$ cat config.mk
export PLATFORM = sky130hd
export DESIGN_NAME = spindle_da_monitor_output
export DESIGN_NICKNAME = d
export VERILOG_FILES = /design/src/rtl/da_sample_fifo.v /design/src/rtl/spindle_da_monitor_output.v
export VERILOG_INCLUDE_DIRS = /design/src /design/src/rtl
export SDC_FILE = /design/constraint.sdc
export NUM_CORES = 2
export LEC_CHECK = 0
export BUFFER_PORTS_ARGS = -buffer_cell sky130_fd_sc_hd__clkbuf_2
export CAP_MARGIN = 10
export CORE_MARGIN = 10
export CORE_UTILIZATION = 36
export CTS_BUF_LIST = sky130_fd_sc_hd__clkbuf_4 sky130_fd_sc_hd__clkbuf_8
export CTS_CLUSTER_SIZE = 40
export DETAILED_ROUTE_END_ITERATION = 16
export GPL_TIMING_DRIVEN = 0
export PLACE_DENSITY = 0.65
export SETUP_SLACK_MARGIN = 0.05
export SLEW_MARGIN = 0
export SYNTH_ARGS = -nofsm -noshare
export SYNTH_HDL_FRONTEND = slang
export SYNTH_SLANG_ARGS = --single-unit
export TNS_END_PERCENT = 5
$ cat constraint.sdc
create_clock -name I_CLK -period 4.7 [get_ports I_CLK]
set_input_delay 0.705 -clock I_CLK [delete_from_list [all_inputs] [get_ports I_CLK]]
set_output_delay 0.705 -clock I_CLK [all_outputs]
set_load 0.1 [all_outputs]
$ cat src/rtl/spindle_da_monitor_map.vh
`ifndef SPINDLE_DA_MONITOR_MAP_VH
`define SPINDLE_DA_MONITOR_MAP_VH

// Output refresh timing.
`define DA_CYCLE_NS        444000
`define DA_CLK_PERIOD_NS   50

// Source selection numbers.
`define SEL_METER          8'h00
`define SEL_CURRENT_CMD    8'h02
`define SEL_CURRENT_FB     8'h03
`define SEL_SPEED_FB       8'h04
`define SEL_DROOP_LO       8'h06
`define SEL_DROOP_HI       8'h07
`define SEL_FDT_LO         8'h08
`define SEL_FDT_HI         8'h09
`define SEL_POS_CMD_LO     8'h0A
`define SEL_POS_CMD_HI     8'h0B
`define SEL_POS_FB_LO      8'h0C
`define SEL_POS_FB_HI      8'h0D
`define SEL_CTRL_IN_1      8'h50
`define SEL_CTRL_IN_2      8'h51
`define SEL_CTRL_IN_3      8'h52
`define SEL_CTRL_IN_4      8'h53
`define SEL_CTRL_OUT_1     8'h54
`define SEL_CTRL_OUT_2     8'h55
`define SEL_CTRL_OUT_3     8'h56
`define SEL_CTRL_OUT_4     8'h57

// Scaling: gain is setting / 256, a zero setting means unity.
`define SCALE_UNITY        16'h0100
`define SCALE_ZERO         16'h0000
`define SCALE_SHIFT        8

// Signed byte output limits, held at the product width.
`define CODE_MAX           32'sh0000007F
`define CODE_MIN           -32'sh00000080
`define CODE_TOP           8'h7F
`define CODE_BOTTOM        8'h80

// Position and control word fields.
`define WORD_LO            15:0
`define WORD_HI            31:16
`define CTRL_W1            15:0
`define CTRL_W2            31:16
`define CTRL_W3            47:32
`define CTRL_W4            63:48

`endif

$ cat src/rtl/da_sample_fifo.v
`default_nettype none


`default_nettype wire

$ cat src/rtl/spindle_da_monitor_output.v
`include "spindle_da_monitor_map.vh"
`default_nettype none

module spindle_da_monitor_output #(
   parameter        CYCLE_CNT   = `DA_CYCLE_NS / `DA_CLK_PERIOD_NS,
   parameter [15:0] PHASE_SCALE = 16'h0006,
   parameter        FIFO_DEPTH  = 16,
   parameter        FIFO_AW     = 4
) (
   input  wire        I_CLK,
   input  wire        I_RST_N,
   input  wire [7:0]  I_CHAN1_SOURCE_SELECT,
   input  wire [7:0]  I_CHAN2_SOURCE_SELECT,
   input  wire [15:0] I_CHAN1_SCALE_FACTOR,
   input  wire [15:0] I_CHAN2_SCALE_FACTOR,
   input  wire [15:0] I_SPEED_METER,
   input  wire [15:0] I_LOAD_METER,
   input  wire [15:0] I_CURRENT_CMD,
   input  wire [15:0] I_CURRENT_FB,
   input  wire [15:0] I_SPEED_FB,
   input  wire [31:0] I_POS_DROOP,
   input  wire [31:0] I_POS_FDT,
   input  wire [31:0] I_POS_CMD,
   input  wire [31:0] I_POS_FB,
   input  wire [63:0] I_CTRL_IN,
   input  wire [63:0] I_CTRL_OUT,
   input  wire [15:0] I_U_CURRENT,
   input  wire [15:0] I_V_CURRENT,
   input  wire        I_DAC_READY,
   output wire        O_DAC_VALID,
   output wire [7:0]  O_CH1_CODE,
   output wire [7:0]  O_CH2_CODE,
   output wire [7:0]  O_U_CURRENT_CODE,
   output wire [7:0]  O_V_CURRENT_CODE,
   output wire        O_SAMPLE_SKIPPED
);
   reg  [13:0] cycle_cnt_q;
   reg         tick_q;
   reg  [15:0] sample_q;
   reg         sample_valid_q;
   reg         skipped_q;
   reg  [7:0]  u_code_q;
   reg  [7:0]  v_code_q;
   wire [15:0] ch1_raw;
   wire [15:0] ch2_raw;
   wire [7:0]  ch1_code;
   wire [7:0]  ch2_code;
   wire        fifo_in_ready;
   wire [15:0] fifo_out_data;

   // Picks the raw quantity for one channel; the meter argument is the zero selection.
   // Every source is passed in, because a continuous assignment only wakes on the
   // arguments of a call; a source read inside the body would leave the code stale.
   function [15:0] pick_source;
      input [7:0]  sel;
      input [15:0] meter;
      input [15:0] cur_cmd;
      input [15:0] cur_fb;
      input [15:0] spd_fb;
      input [31:0] droop;
      input [31:0] fdt;
      input [31:0] pcmd;
      input [31:0] pfb;
      input [63:0] cin;
      input [63:0] cout;
      begin
         case (sel)
            `SEL_METER:       pick_source = meter;
            `SEL_CURRENT_CMD: pick_source = cur_cmd;
            `SEL_CURRENT_FB:  pick_source = cur_fb;
            `SEL_SPEED_FB:    pick_source = spd_fb;
            `SEL_DROOP_LO:    pick_source = droop[`WORD_LO];
            `SEL_DROOP_HI:    pick_source = droop[`WORD_HI];
            `SEL_FDT_LO:      pick_source = fdt[`WORD_LO];
            `SEL_FDT_HI:      pick_source = fdt[`WORD_HI];
            `SEL_POS_CMD_LO:  pick_source = pcmd[`WORD_LO];
            `SEL_POS_CMD_HI:  pick_source = pcmd[`WORD_HI];
            `SEL_POS_FB_LO:   pick_source = pfb[`WORD_LO];
            `SEL_POS_FB_HI:   pick_source = pfb[`WORD_HI];
            `SEL_CTRL_IN_1:   pick_source = cin[`CTRL_W1];
            `SEL_CTRL_IN_2:   pick_source = cin[`CTRL_W2];
            `SEL_CTRL_IN_3:   pick_source = cin[`CTRL_W3];
            `SEL_CTRL_IN_4:   pick_source = cin[`CTRL_W4];
            `SEL_CTRL_OUT_1:  pick_source = cout[`CTRL_W1];
            `SEL_CTRL_OUT_2:  pick_source = cout[`CTRL_W2];
            `SEL_CTRL_OUT_3:  pick_source = cout[`CTRL_W3];
            `SEL_CTRL_OUT_4:  pick_source = cout[`CTRL_W4];
            // Unassigned numbers show a flat mid-scale rather than stale data.
            default:          pick_source = 16'h0000;
         endcase
      end
   endfunction

   // Signed multiply by setting/256, then clamp into the signed byte range.
   function [7:0] scale_clamp;
      input [15:0] value;
      input [15:0] setting;
      reg signed [15:0] gain;
      reg signed [31:0] prod;
      reg signed [31:0] shifted;
      begin
         gain = (setting == `SCALE_ZERO) ? `SCALE_UNITY : setting;
         prod = $signed(value) * gain;
         shifted = prod >>> `SCALE_SHIFT;
         if (shifted > `CODE_MAX) begin
            scale_clamp = `CODE_TOP;
         end else if (shifted < `CODE_MIN) begin
            scale_clamp = `CODE_BOTTOM;
         end else begin
            scale_clamp = shifted[7:0];
         end
      end
   endfunction

   // Raw current values keep their 4096 = 100 percent units; only the gain differs.
   assign ch1_raw  = pick_source(I_CHAN1_SOURCE_SELECT, I_SPEED_METER, I_CURRENT_CMD,
                                 I_CURRENT_FB, I_SPEED_FB, I_POS_DROOP, I_POS_FDT, I_POS_CMD,
                                 I_POS_FB, I_CTRL_IN, I_CTRL_OUT);
   assign ch2_raw  = pick_source(I_CHAN2_SOURCE_SELECT, I_LOAD_METER, I_CURRENT_CMD,
                                 I_CURRENT_FB, I_SPEED_FB, I_POS_DROOP, I_POS_FDT, I_POS_CMD,
                                 I_POS_FB, I_CTRL_IN, I_CTRL_OUT);
   assign ch1_code = scale_clamp(ch1_raw, I_CHAN1_SCALE_FACTOR);
   assign ch2_code = scale_clamp(ch2_raw, I_CHAN2_SCALE_FACTOR);

   // Control cycle divider; the tick is a one-cycle enable.
   always @(posedge I_CLK or negedge I_RST_N) begin
      if (!I_RST_N) begin
         cycle_cnt_q <= 14'h0000;
         tick_q      <= 1'b0;
      end else if (cycle_cnt_q == CYCLE_CNT[13:0] - 14'h0001) begin
         cycle_cnt_q <= 14'h0000;
         tick_q      <= 1'b1;
      end else begin
         cycle_cnt_q <= cycle_cnt_q + 14'h0001;
         tick_q      <= 1'b0;
      end
   end

   // One sample holds both channels, so the two codes never tear apart in the FIFO.
   // If the FIFO is still full from the last cycle, the new sample is skipped and
   // flagged: keeping the held one preserves order, at the cost of one lost refresh.
   always @(posedge I_CLK or negedge I_RST_N) begin
      if (!I_RST_N) begin
         sample_q       <= 16'h0000;
         sample_valid_q <= 1'b0;
         skipped_q      <= 1'b0;
      end else begin
         skipped_q <= 1'b0;
         if (tick_q) begin
            if (sample_valid_q && !fifo_in_ready) begin
               skipped_q <= 1'b1;
            end else begin
               sample_q       <= {ch2_code, ch1_code};
               sample_valid_q <= 1'b1;
            end
         end else if (sample_valid_q && fifo_in_ready) begin
            sample_valid_q <= 1'b0;
         end
      end
   end

   // Phase current outputs bypass selection and refresh every clock.
   always @(posedge I_CLK or negedge I_RST_N) begin
      if (!I_RST_N) begin
         u_code_q <= 8'h00;
         v_code_q <= 8'h00;
      end else begin
         u_code_q <= scale_clamp(I_U_CURRENT, PHASE_SCALE);
         v_code_q <= scale_clamp(I_V_CURRENT, PHASE_SCALE);
      end
   end

   da_sample_fifo #(
      .WIDTH (16),
      .DEPTH (FIFO_DEPTH),
      .AW    (FIFO_AW)
   ) u_fifo (
      .I_CLK       (I_CLK),
      .I_RST_N     (I_RST_N),
      .i_in_valid  (sample_valid_q),
      .o_in_ready  (fifo_in_ready),
      .i_in_data   (sample_q),
      .o_out_valid (O_DAC_VALID),
      .i_out_ready (I_DAC_READY),
      .o_out_data  (fifo_out_data)
   );

   assign O_CH1_CODE       = fifo_out_data[7:0];
   assign O_CH2_CODE       = fifo_out_data[15:8];
   assign O_U_CURRENT_CODE = u_code_q;
   assign O_V_CURRENT_CODE = v_code_q;
   assign O_SAMPLE_SKIPPED = skipped_q;
endmodule

module da_sample_fifo #(
   parameter WIDTH = 16,
   parameter DEPTH = 16,
   parameter AW    = 4
) (
   input  wire             I_CLK,
   input  wire             I_RST_N,
   input  wire             i_in_valid,
   output wire             o_in_ready,
   input  wire [WIDTH-1:0] i_in_data,
   output wire             o_out_valid,
   input  wire             i_out_ready,
   output wire [WIDTH-1:0] o_out_data
);
   reg  [WIDTH-1:0] mem [0:DEPTH-1];
   reg  [AW-1:0]    wr_ptr_q;
   reg  [AW-1:0]    rd_ptr_q;
   reg  [AW:0]      count_q;
   reg              out_valid_q;
   reg  [WIDTH-1:0] out_data_q;
   wire             push;
   wire             pop;

   // The output stage is a register so the converter sees stable codes.
   assign o_in_ready  = (count_q != DEPTH[AW:0]);
   assign push        = i_in_valid && o_in_ready;
   assign pop         = (count_q != {(AW+1){1'b0}}) && (!out_valid_q || i_out_ready);
   assign o_out_valid = out_valid_q;
   assign o_out_data  = out_data_q;

   always @(posedge I_CLK) begin
      if (push) begin
         mem[wr_ptr_q] <= i_in_data;
      end
   end

   always @(posedge I_CLK or negedge I_RST_N) begin
      if (!I_RST_N) begin
         wr_ptr_q    <= {AW{1'b0}};
         rd_ptr_q    <= {AW{1'b0}};
         count_q     <= {(AW+1){1'b0}};
         out_valid_q <= 1'b0;
         out_data_q  <= {WIDTH{1'b0}};
      end else begin
         if (push) begin
            wr_ptr_q <= wr_ptr_q + 1'b1;
         end
         if (pop) begin
            rd_ptr_q   <= rd_ptr_q + 1'b1;
            out_data_q <= mem[rd_ptr_q];
         end
         if (push && !pop) begin
            count_q <= count_q + 1'b1;
         end else if (pop && !push) begin
            count_q <= count_q - 1'b1;
         end
         if (pop) begin
            out_valid_q <= 1'b1;
         end else if (i_out_ready) begin
            out_valid_q <= 1'b0;
         end
      end
   end
endmodule

`default_nettype wire

# Word-level counts from Yosys, hierarchy flattened
# Memories as Yosys holds them, arrays and structs flattened. A register that Yosys moved wholly into a read port is not among the register bits.
# Cells that the tools add are included.
# op_classes
eq_ne	41
add_sub_neg	5
bitwise	1
n_reduce_logical	21
magnitude_cmp	8
muxes	25
multipliers	4
# ops
cell	n
$pmux 16 s20	2
$eq 8x7->1 const B	16
$eq 8x4->1 const B	12
$mul 16x16->32	2
$mux 8	8
$eq 8x3->1 const B	6
$gt 24x8->1 const B	2
$lt 24x8->1 const B	2
$mul 16x3->19 const B	2
$eq 8x2->1 const B	4
$logic_not 16->1	2
$mux 16	2
$gt 12x8->1 const B	2
$lt 12x8->1 const B	2
$logic_not 8->1	2
$add 14x1->14 const B	1
$eq 14x14->1 const B	1
$mux 14	1
$mux 1	10
$mux 5	2
$add 4x1->4 const B	2
$reduce_bool 2->1	3
$add 5x1->5 const B	1
$logic_and 1x1->1	5
other kinds (8)	13
# totals
register_bits	63
in_bits	419
mem_bits_rw	256
n_memories	1
output_inout_bits	34
elab_cells	117
# memory_table
name	depth	width	rd	rd_ports_with_merged_regs	wr	line_no	rtl
u_fifo.mem	16	16	1	1	1	spindle_da_monitor_output.v:209	reg [WIDTH-1:0] mem [0:DEPTH-1];

# Depth between registers and ports, before layout
# depth
ltp_word	6
mapped_depth	39
depth_no_buf	36

# Modules after synthesis
# From an unflattened synthesis, not the netlist that was laid out.
# hier_totals
hier_cells	3714
hier_area_um2	38772.2
# modules_own_cells
mod	n_inst	seq_area_each_um2	cells_per_inst	area_per_inst_um2
spindle_da_monitor_output	1	1226.2	3179	27576.4
da_sample_fifo	1	8438.1	535	11195.7

# Worst setup path after synthesis
# OpenSTA, ideal clock, no wires.
# synth_timing
kind	input to register
start	input port I_CHAN1_SOURCE_SELECT[6]
end	register sample_q[0]
n_path_buf	4
setup_time_ns	0.068
required_time_ns	4.632
t_arrival_ns	9.357
cell_stages	33
slack_ns	-4.725
cell_sequence	or4_4 buf_6 buf_6 or2_2 nor2_1 clkbuf_1 a22oi_1 nand4_1 nor2_1 nand4_1 clkbuf_1 nand2_1 fa_1 fa_1 inv_1 fa_1 fa_1 fa_1 inv_1 fa_1 inv_1 ha_1 a21o_1 a21o_1 a221o_1 nand2_1 o41ai_4 or3b_2 a2111oi_2 nand4_1 or4_4 o41ai_4 a32o_1
# synth_via
elab_chain_cells	6
word_cells_on_any_way	26
classes_between	mul (1); order compare (2); eq/ne (19); mux (3); reduce/logical (1)
# synth_lines
item	line_no	rtl
start, declared	spindle_da_monitor_output.v:12	input wire [7:0] I_CHAN1_SOURCE_SELECT,
$eq 8x7->1 (tied with other cells)	spindle_da_monitor_output.v:67	case (sel)
$pmux 16 s20 *	spindle_da_monitor_output.v:67	
$mul 16x16->32 *	spindle_da_monitor_output.v:103	prod = $signed(value) * gain;
$lt 24x8->1 (no source line)	n/a	
$mux 8	spindle_da_monitor_output.v:107	end else if (shifted < `CODE_MIN) begin
$mux 8 *	spindle_da_monitor_output.v:105	if (shifted > `CODE_MAX) begin
end signal, assigned	spindle_da_monitor_output.v:153	sample_q <= {ch2_code, ch1_code};
end, declared	spindle_da_monitor_output.v:39	reg [15:0] sample_q;
# Mark *: on every way between the ends. The rest lies on a longest branch, timed or not.
# A chain may end at the register's enable or synchronous reset.

# Final worst setup path
# layout_timing
start	input port I_CHAN1_SOURCE_SELECT[7]
end	register sample_q[2]
# Same word-level chain as after synthesis.

==> flow_summary.toml <==
[run]
cap_violations = 0

[timing]
finalCritPeriodShare_pct = 194
period_needed_ns = 9.13
fin_skew_ns = 0.0468
grt_setup_unrepaired = "yes"
fin_ws_ns = -4.43
slew_violations = 0
hold_viol_final = 0
worst_pin_slew_ns = 1.10
fmax_ghz = 0.110
setup_viol = 16
slew_headroom_pct = 26.4

[drt]
drtIter0Drc = 3503
routed_via_density = 5.74
drtPass1Iterations = 9
drc = 0
vias = 33677
wire_per_inst_um = 28.7
detail-route-antenna-nets = 0
drt-total-wl_um = 168000

[power]
power_density_nw_per_um2 = 236
ir_worst_vdd_uv = 233
p_leak_uw = 0.0213

[setup_path]
path_delay_family = "adder cells"
cp_common_cell = "buf_4"
max_stage_delay_ns = 0.60
cp_max_fo = 7
cp.arrival_ns = 9.63
critPathKind = "in2reg"
end_kind = "register"
cp_slowest_cell = "or4_4"
startpoint_type = "input port"
critPathRequiredTime_ns = 5.20
crit_buf_inv = 19

[floorplan]
die_w_um = 348
dieArea_um2 = 121000
rows = 120
num_io_pins = 453
core_area_um2 = 107000
start_util_pct = 36.2
die_h_um = 348

[clock_network]
cts_max_level = 2
clkTransAtPathRegs_ns = 0.06
cts-root-buf = "clkbuf_8"
numClockSinks = 335
cts_tree = "done"
cts_buffer_depth = 3
clock_latency_ns = 0.61
cts_inserted_buffers = 47

[yosys]
mappedNetlistNets = 4890
yosys.cell_count.top_type = "inv_1"
yosys.area.top_type = "fa_1"
syn_area_per_cell_um2 = 10.4
synthArstFlopShare_pct = 23.6
ys_seq_area_share_pct = 25.0
synth_top_area_share_pct = 27.0
ys_types = 88
synthCells = 3726
synth_common_cells = "inv_1, fa_1, nand2_1, and2_1, edfxtp_1"
yosys_warnings = 0
syn_area_um2 = 38700
synth_area_leaders = "fa_1, edfxtp_1, ha_1, inv_1, dfrtp_1"
synth_ff_type = "edfxtp_1"
synth_enable_flop_cells = 256
ys_ff_latch = 335

[grt]
antenna_found_initial = 44
grt.total_usage_pct = 27.0
grt_pass1_wl_um = 241000
grt-ovfl-total = 0
grt_pass1_vias = 33782
grt_max_degree = 44

[cells_and_area]
syn_to_final_growth_pct = 22.8
nets = 5572
final_area_um2 = 47600
layout-drive-gt1-share_pct = 25.4

[placed_design]
pre_cts_slack_ns = -7.44
place.gp.congestion = 1.05
io_buffers = 446
hpwl_um = 139000
place_area_um2 = 43400

[outcome]
status = "complete, but fails checks"
violations = "setup timing"

[min_path]
min_path_type = "in2async"
-- final timing paths --
path                                               start                            end  slack, ns  cells after the start
hold reg to reg                         tick_q$_DFF_PN0_     sample_valid_q$_DFFE_PN0P_       0.49                      2
hold / removal                                   I_RST_N  O_U_CURRENT_CODE[4]$_DFF_PN0_       0.15                      1
max in group asynchronous                        I_RST_N        sample_q[1]$_DFFE_PN0P_       3.87                      2
min in group I_CLK                       I_U_CURRENT[15]  O_U_CURRENT_CODE[7]$_DFF_PN0_       0.38                      3
setup / recovery                I_CHAN1_SOURCE_SELECT[7]        sample_q[2]$_DFFE_PN0P_      -4.43                     43
setup reg to reg           u_fifo.count_q[0]$_DFFE_PN0P_  u_fifo.count_q[4]$_DFFE_PN0P_       0.90                     11
-- cell families (layout without fill, tap and decap cells) --
group / count (synthesis) / count (layout) / share of synthesized area (%)
other: 0 / 19 / 0
adders and majority gates: 745 / 745 / 34.2
and+or+nand+nor: 1077 / 1077 / 14.2
DFF: 335 / 335 / 25.0
AOI/OAI and AO/OA: 595 / 595 / 11.5
muxes: 108 / 108 / 5.47
buffers and inverters: 775 / 1494 / 7.58
xor gates and xnor gates: 91 / 91 / 2.06
-- per-layer routing --
layer	up-vias	global-route usage (%)	wire length [um]
li1	14150	-	-
met1	16941	34.0	65000
met2	2055	41.5	72600
met3	491	8.46	19200
met4	40	13.9	11200
met5	-	0	265
-- cells in the final DEF, fill, tap and decap left out, types with 21 or more instances in the layout --
cell type / n
a21o_1: 52
a21oi_1: 71
a221oi_1: 45
a22o_1: 46
a22oi_1: 163
and2_1: 254
buf_4: 152
buf_6: 26
clkbuf_1: 63
clkbuf_2: 447
clkbuf_4: 33
clkbuf_8: 77
dfrtp_1: 79
edfxtp_1: 256
fa_1: 514
ha_1: 208
inv_1: 597
mux4_2: 81
nand2_1: 322
nand2b_1: 21
nand3_1: 55
nand4_1: 49
nor2_1: 104
nor2_4: 38
nor3_1: 25
o21ai_0: 42
xnor2_1: 61
xor2_1: 26
-- layout make-up --
type	instances	area, um^2
diodes	19	47.5
plain buffers	162	1360
clock buffers	59	737
clock inverters	27	272
fillers	10130	59300
inverters	606	2270
multi-input cells	2616	27400
flip-flops and latches	335	9660
well taps	1403	1760
repair buffers	640	4050
-- registers in the layout, summed over array words and instances (netlist names), 4 cells and up --
register and flops:
u_fifo.o_out_data 16, cycle_cnt_q 14, O_V_CURRENT_CODE 8, O_U_CURRENT_CODE 8, u_fifo.wr_ptr_q 4, u_fifo.mem 256
u_fifo.rd_ptr_q 4, u_fifo.count_q 5, sample_q 16
-- per-stage QoR --
stage,hold slack (ns),setup TNS [ns],utilization (%),cells,total power (uW)
after floorplan,0.409,-63.55,-,3726,6850
after global placement,0.454,-118.06,40.3,5575,8240
after detailed placement,0.483,-116.59,40.6,5596,8320
after CTS,0.139,-66.30,44.0,5819,11100
after global routing,0.189,-72.30,44.5,5856,11900
final,0.149,-67.92,44.5,5867,11200
-- repair_timing --
action / CTS / global route
hold endpoints to repair: 0 / 0
resized for setup: 345 / 89
hold buffers: 0 / 0
gates cloned: 1 / 0
setup buffers: 142 / 31
pin swaps: 118 / 50
endpoints found under the setup margin: 16 / 23
-- power breakdown --
part / internal [uW] / switching (uW)
Sequential: 3420 / 184
Combinational: 1990 / 3210
Clock: 1320 / 1100
Total: 6730 / 4490
-- worst reg2reg max path, delay by kind of cell (launching register included) --
family                     cells  cell delay (ns)
AOI/OAI and AO/OA              3             0.85
DFF                            1             0.45
and+or+nand+nor                2             0.62
buffers and inverters          2             0.76
xor gates and xnor gates       2             0.27
adders and majority gates      2             0.72
(Power assumes the default switching activity.)
